`src/asr_params.svh`:
```
// Timing constants and field widths of the static memory host controller
`ifndef ASR_PARAMS_SVH
`define ASR_PARAMS_SVH
`define ASR_CLK_NS 100
`define ASR_ADDR_W 15
`define ASR_DATA_W 8
`define ASR_WRITE_PULSE_MIN_NS 50
`define ASR_SELECT_TO_WRITE_END_NS 60
`define ASR_WRITE_ADDR_SETUP_NS 60
`define ASR_WRITE_DATA_SETUP_NS 30
`define ASR_WRITE_CYCLE_MIN_NS 70
`define ASR_STROBE_TURNOFF_NS 25
`define ASR_ADDR_ACCESS_NS 70
`define ASR_SELECT_ACCESS_NS 70
`define ASR_GATE_ACCESS_NS 35
`define ASR_GATE_TURNOFF_NS 25
`define ASR_SELECT_TURNOFF_NS 25
`define ASR_RETENTION_RECOVERY_NS 70
`define ASR_CEIL_CYC(ns) (((ns) + `ASR_CLK_NS - 1) / `ASR_CLK_NS)
`define ASR_MARGIN_CYC 1
`define ASR_CNT_W 4
`endif

```
`src/asr_pkg.sv`:
```
// Types shared by the static memory host controller
package asr_pkg;
  typedef enum logic [5:0] {
    ASR_IDLE = 6'h01,
    ASR_RD = 6'h02,
    ASR_WR = 6'h04,
    ASR_WR_END = 6'h08,
    ASR_TURN = 6'h10,
    ASR_RETAIN = 6'h20
  } asr_state_t;
endpackage

```
`src/asr_host.sv`:
```
// Host controller driving an asynchronous 32K x 8 static memory
`timescale 1ns/1ns
`include "asr_params.svh"
module asr_host #(
  parameter int ADDR_W = `ASR_ADDR_W,
  parameter int DATA_W = `ASR_DATA_W
) (
  input wire logic core_clk_i,
  input wire logic reset_i,
  input wire logic req_i,
  input wire logic req_write_i,
  input wire logic [ADDR_W-1:0] req_addr_i,
  input wire logic [DATA_W-1:0] req_wdata_i,
  input wire logic retain_i,
  input wire logic [DATA_W-1:0] mem_data_i,
  output logic busy_o,
  output logic done_o,
  output logic [DATA_W-1:0] rdata_o,
  output logic retained_o,
  output logic mem_select_n_o,
  output logic mem_gate_n_o,
  output logic mem_strobe_n_o,
  output logic [ADDR_W-1:0] mem_addr_o,
  output logic [DATA_W-1:0] mem_data_o,
  output logic mem_data_oe_o
);

  // Cycle counts, rounded up, one cycle margin for output skew
  localparam logic [`ASR_CNT_W-1:0] WR_CYC = `ASR_CNT_W'(
    `ASR_CEIL_CYC(`ASR_SELECT_TO_WRITE_END_NS) + `ASR_MARGIN_CYC);
  localparam logic [`ASR_CNT_W-1:0] RD_CYC = `ASR_CNT_W'(
    `ASR_CEIL_CYC(`ASR_SELECT_ACCESS_NS) + `ASR_MARGIN_CYC);
  localparam logic [`ASR_CNT_W-1:0] TURN_CYC = `ASR_CNT_W'(
    `ASR_CEIL_CYC(`ASR_SELECT_TURNOFF_NS) + `ASR_MARGIN_CYC);
  localparam logic [`ASR_CNT_W-1:0] RECOVER_CYC = `ASR_CNT_W'(
    `ASR_CEIL_CYC(`ASR_RETENTION_RECOVERY_NS) + `ASR_MARGIN_CYC);

  asr_pkg::asr_state_t state;
  logic [`ASR_CNT_W-1:0] cnt;
  logic cnt_zero;

  assign cnt_zero = (cnt == `ASR_CNT_W'(0));

  // Sequencer; one access at a time, no overlap of read and write
  always_ff @(posedge core_clk_i or posedge reset_i)
  begin
    if (reset_i)
    begin
      state <= asr_pkg::ASR_IDLE;
      cnt <= `ASR_CNT_W'(0);
    end
    else
    begin
      unique case (state)
        asr_pkg::ASR_IDLE:
        begin
          if (!cnt_zero)
            cnt <= cnt - `ASR_CNT_W'(1);
          else if (retain_i)
            state <= asr_pkg::ASR_RETAIN;
          else if (req_i && req_write_i)
          begin
            state <= asr_pkg::ASR_WR;
            cnt <= WR_CYC - `ASR_CNT_W'(1);
          end
          else if (req_i)
          begin
            state <= asr_pkg::ASR_RD;
            cnt <= RD_CYC - `ASR_CNT_W'(1);
          end
        end
        asr_pkg::ASR_WR:
        begin
          if (cnt_zero)
            state <= asr_pkg::ASR_WR_END;
          else
            cnt <= cnt - `ASR_CNT_W'(1);
        end
        asr_pkg::ASR_WR_END:
          state <= asr_pkg::ASR_IDLE;
        asr_pkg::ASR_RD:
        begin
          if (cnt_zero)
          begin
            state <= asr_pkg::ASR_TURN;
            cnt <= TURN_CYC - `ASR_CNT_W'(1);
          end
          else
            cnt <= cnt - `ASR_CNT_W'(1);
        end
        asr_pkg::ASR_TURN:
        begin
          if (cnt_zero)
            state <= asr_pkg::ASR_IDLE;
          else
            cnt <= cnt - `ASR_CNT_W'(1);
        end
        asr_pkg::ASR_RETAIN:
        begin
          if (!retain_i)
          begin
            state <= asr_pkg::ASR_IDLE;
            cnt <= RECOVER_CYC;
          end
        end
        default:
          state <= asr_pkg::ASR_IDLE;
      endcase
    end
  end

  // Memory strobes; write ended by select and strobe rising together
  always_ff @(posedge core_clk_i or posedge reset_i)
  begin
    if (reset_i)
    begin
      mem_select_n_o <= 1'b1;
      mem_strobe_n_o <= 1'b1;
      mem_gate_n_o <= 1'b1;
    end
    else
    begin
      // Start strobes in the same edge the state is entered
      mem_select_n_o <= 1'b1;
      mem_strobe_n_o <= 1'b1;
      mem_gate_n_o <= 1'b1;
      if (state == asr_pkg::ASR_IDLE && cnt_zero && !retain_i && req_i)
      begin
        mem_select_n_o <= 1'b0;
        mem_strobe_n_o <= !req_write_i;
        mem_gate_n_o <= req_write_i;
      end
      else if (state == asr_pkg::ASR_WR && !cnt_zero)
      begin
        mem_select_n_o <= 1'b0;
        mem_strobe_n_o <= 1'b0;
      end
      else if (state == asr_pkg::ASR_RD && !cnt_zero)
      begin
        mem_select_n_o <= 1'b0;
        mem_gate_n_o <= 1'b0;
      end
    end
  end

  // Address and write data held through strobe rise, zero hold needed
  always_ff @(posedge core_clk_i or posedge reset_i)
  begin
    if (reset_i)
    begin
      mem_addr_o <= '0;
      mem_data_o <= '0;
      mem_data_oe_o <= 1'b0;
    end
    else if (state == asr_pkg::ASR_IDLE && cnt_zero && !retain_i && req_i)
    begin
      mem_addr_o <= req_addr_i;
      mem_data_o <= req_wdata_i;
      mem_data_oe_o <= req_write_i;
    end
    else if (state == asr_pkg::ASR_WR_END)
      mem_data_oe_o <= 1'b0;
  end

  // Read capture at the last active cycle, after every access limit
  always_ff @(posedge core_clk_i or posedge reset_i)
  begin
    if (reset_i)
    begin
      rdata_o <= '0;
      done_o <= 1'b0;
    end
    else
    begin
      done_o <= 1'b0;
      if (state == asr_pkg::ASR_RD && cnt_zero)
      begin
        rdata_o <= mem_data_i;
        done_o <= 1'b1;
      end
      else if (state == asr_pkg::ASR_WR_END)
        done_o <= 1'b1;
    end
  end

  // Status outputs
  always_ff @(posedge core_clk_i or posedge reset_i)
  begin
    if (reset_i)
    begin
      busy_o <= 1'b1;
      retained_o <= 1'b0;
    end
    else
    begin
      busy_o <= !(state == asr_pkg::ASR_IDLE && cnt_zero && !req_i
        && !retain_i);
      retained_o <= (state == asr_pkg::ASR_RETAIN);
    end
  end
endmodule

```
`config.mk`:
```
export PLATFORM = sky130hd
export DESIGN_NAME = asr_host
export DESIGN_NICKNAME = d
export VERILOG_FILES = /design/src/asr_pkg.sv /design/src/asr_host.sv
export VERILOG_INCLUDE_DIRS = /design/src
export SDC_FILE = /design/constraint.sdc
export NUM_CORES = 1
export LEC_CHECK = 0
export BUFFER_PORTS_ARGS = -buffer_cell sky130_fd_sc_hd__clkbuf_2
export CORE_MARGIN = 5
export CORE_UTILIZATION = 40
export DETAILED_ROUTE_END_ITERATION = 10
export PLACE_DENSITY = 0.79
export SETUP_SLACK_MARGIN = 0.05
export SYNTH_ARGS = -nofsm -noshare
export SYNTH_HDL_FRONTEND = slang
export SYNTH_SLANG_ARGS = --single-unit
export TNS_END_PERCENT = 100
```
`constraint.sdc`:
```
create_clock -name core_clk_i -period 2 [get_ports core_clk_i]
set_input_delay 0.3 -clock core_clk_i [delete_from_list [all_inputs] [get_ports core_clk_i]]
set_output_delay 0.3 -clock core_clk_i [all_outputs]
set_load 0.1 [all_outputs]
```
==> flow_summary.toml <==
[detailed_routing]
routed_wirelength_um = 4540
via_per_inst = 4.72
vias = 1694
ant_nets = 0
firstDrtPassIters = 4
drtIter0Drc = 70
drc = 0
wl_per_cell_um = 12.7

[setup_path]
worstPathMaxFanout = 7
critPathLaunch = "state[1]"
cpMaxStageDelayCell = "nor4_1"
critical_path.top_delay_family = "simple AND/OR/NAND/NOR gates"
required_ns = 2.18
max_stage_delay_ns = 0.46
critical_path_buf_inv_count = 1
timing.rr.start = "state[1]"
cp.arrival_ns = 2.01
path_class = "register to register"
crit_path_start_kind = "register"
crit_path_cell_trace = "nor4_1 -> nand3_1 -> o21ai_2 -> a2111oi_4 -> buf_4 -> a32o_1"
endpoint_kind = "register"

[timing]
setup_viol = 0
final-hold-violation-count = 0
finalCritPeriodShare_pct = 91.4
maxSlewViolCount = 0
slew_headroom_pct = 63.0
fin_setup_tns_ns = 0
layout_setup_ws_ns = 0.172
hold-worst-slack_ns = 0.193
fmax_ghz = 0.547
tightest_slew_ns = 0.558
finClkSkew_ns = 0.00483
period_minus_slack_ns = 1.83
rsz0062_at_grt = "no"

[floorplanning]
die_area_um2 = 6690
die_w_um = 81.8
ios = 74
die_y_um = 81.8
start_util_pct = 40.9
coreArea_um2 = 5040
rows = 26

[clock_network]
cts_buffer_depth = 2
cts_tree = "done"
clock_latency_ns = 0.29
post_cts_buffers = 0
cts.clk_slew.worst_paths_ns = 0.08
cts.sinks = 48
h-tree-depth = 2
cts_made_buffers = 5
clock_tree.root_cell = "clkbuf_8"

[synth]
syn_area_um2 = 2060
synth_top_cell_by_area = "dfrtp_1"
yosysTopAreaCellShare_pct = 52.2
syn-num-nets = 244
syn_area_per_cell_um2 = 10.0
synth_area_leaders = "dfrtp_1, nand2_1, dfstp_2"
ys_types = 39
synth-seq-area-share_pct = 58.6
synthCells = 206
synth-seq-cells = 48
synth_edf_count = 0
ys.flop_type = "dfrtp_1"
ys_async_sr_fraction_pct = 100
ys_warn_count = 0

[global_route]
grt_usage_pct = 14.8
grt_pass1_wl_um = 7610
grt_pass1_vias = 1714
overflow = 0
grt_antenna_before_repair = 0
grt_max_degree = 23

[worst_hold_path]
worstHoldStart = "req_wdata_i[0]"
hold_path_class = "primary input to register"

[job]
drv_cap = 0

[final_layout]
fillCellCount = 458
final_common_cell = "nand2_1"
fin_util_pct = 52.9
layout_common_cells = "nand2_1, clkbuf_2, dfrtp_1"
num-nets-final = 326
n_antenna_cell = 0
areaGrowthSynthToFinish_pct = 29.4
drive_above_1_share_pct = 39.4

[placed_design]
hpwlAfterDp_um = 3540
pre_cts_ws_ns = 0.167
portBuffers = 73
gp_congestion = 0.828

[status]
outcome = "finished, final reports clean"
==> timing repair <==
action,in CTS,in global routing
endpoints found under the setup margin,0,21
resized for setup,0,9
hold buffers,1,0
hold endpoints to repair,20,0
==> flip-flops by register name (all words and copies together) (netlist names) <==
signal and cells:
mem_select_n_o 1, mem_strobe_n_o 1, busy_o 1, retained_o 1, mem_data_o 8, mem_data_oe_o 1, mem_gate_n_o 1, cnt 4
mem_addr_o 15, state 6, done_o 1, rdata_o 8
==> final cells by class <==
class                           instances  area, µm²  area share (%)
Clock buffer                            7       86.3            3.24
Clock inverter                          1       7.51           0.282
Sequential cell                        48       1210            45.3
Timing Repair Buffer                   82        435            16.3
Inverter                                6       22.5           0.845
Multi-Input combinational cell        145        818            30.7
Tap cell                               70       87.6            3.28
==> kinds of logic after synthesis <==
family / after synthesis / share of synthesized area (%)
flip-flops: 48 / 58.6
AO/OA/AOI/OAI: 21 / 8.20
buffers and inverters: 13 / 2.91
AND/OR/NAND/NOR: 111 / 23.4
adder cells (fa/ha/maj): 2 / 1.21
multiplexers: 9 / 4.86
XOR/XNOR: 2 / 0.850
==> routing by layer <==
layer / wire, µm / global-route usage, %
met5: 0 / 0
met3: 257 / 3.07
met1: 1950 / 19.2
met2: 2250 / 23.6
met4: 93 / 6.98
==> cell usage after synthesis, drive strengths merged (3+ instances only) <==
cell type,count
nand3,6
dfrtp,43
nand2,81
nor2,9
mux2,8
inv,6
o21ai,7
clkbuf,3
buf,4
dfstp,5
nor3,3
o311ai,3
==> worst register-to-register path: stages, from the launching register on <==
cell	delay, ns
dfrtp_1	0.45
nor4_1	0.46
nand3_1	0.20
o21ai_2	0.13
a2111oi_4	0.08
buf_4	0.16
a32o_1	0.24
==> through the flow <==
stage	std cells	cell area [µm²]
floorplan	206	2060
global placement	350	2540
detailed placement	350	2540
CTS	359	2640
global route	359	2670
finish	359	2670
==> path summary, 6_finish.rpt <==
path | endpoint | slack, ns | cells after the start
min reg2reg | mem_data_o[4] | 0.48 | 2
max in group asynchronous | busy_o | 0.82 | 4
min | mem_data_o[0] | 0.19 | 3
min in group asynchronous | rdata_o[2] | 0.54 | 3
max reg2reg | cnt[2] | 0.17 | 6
max | cnt[2] | 0.17 | 6
Power is not shown: default switching activity piles up to over one toggle a cycle in this logic, so the estimate is an artifact.
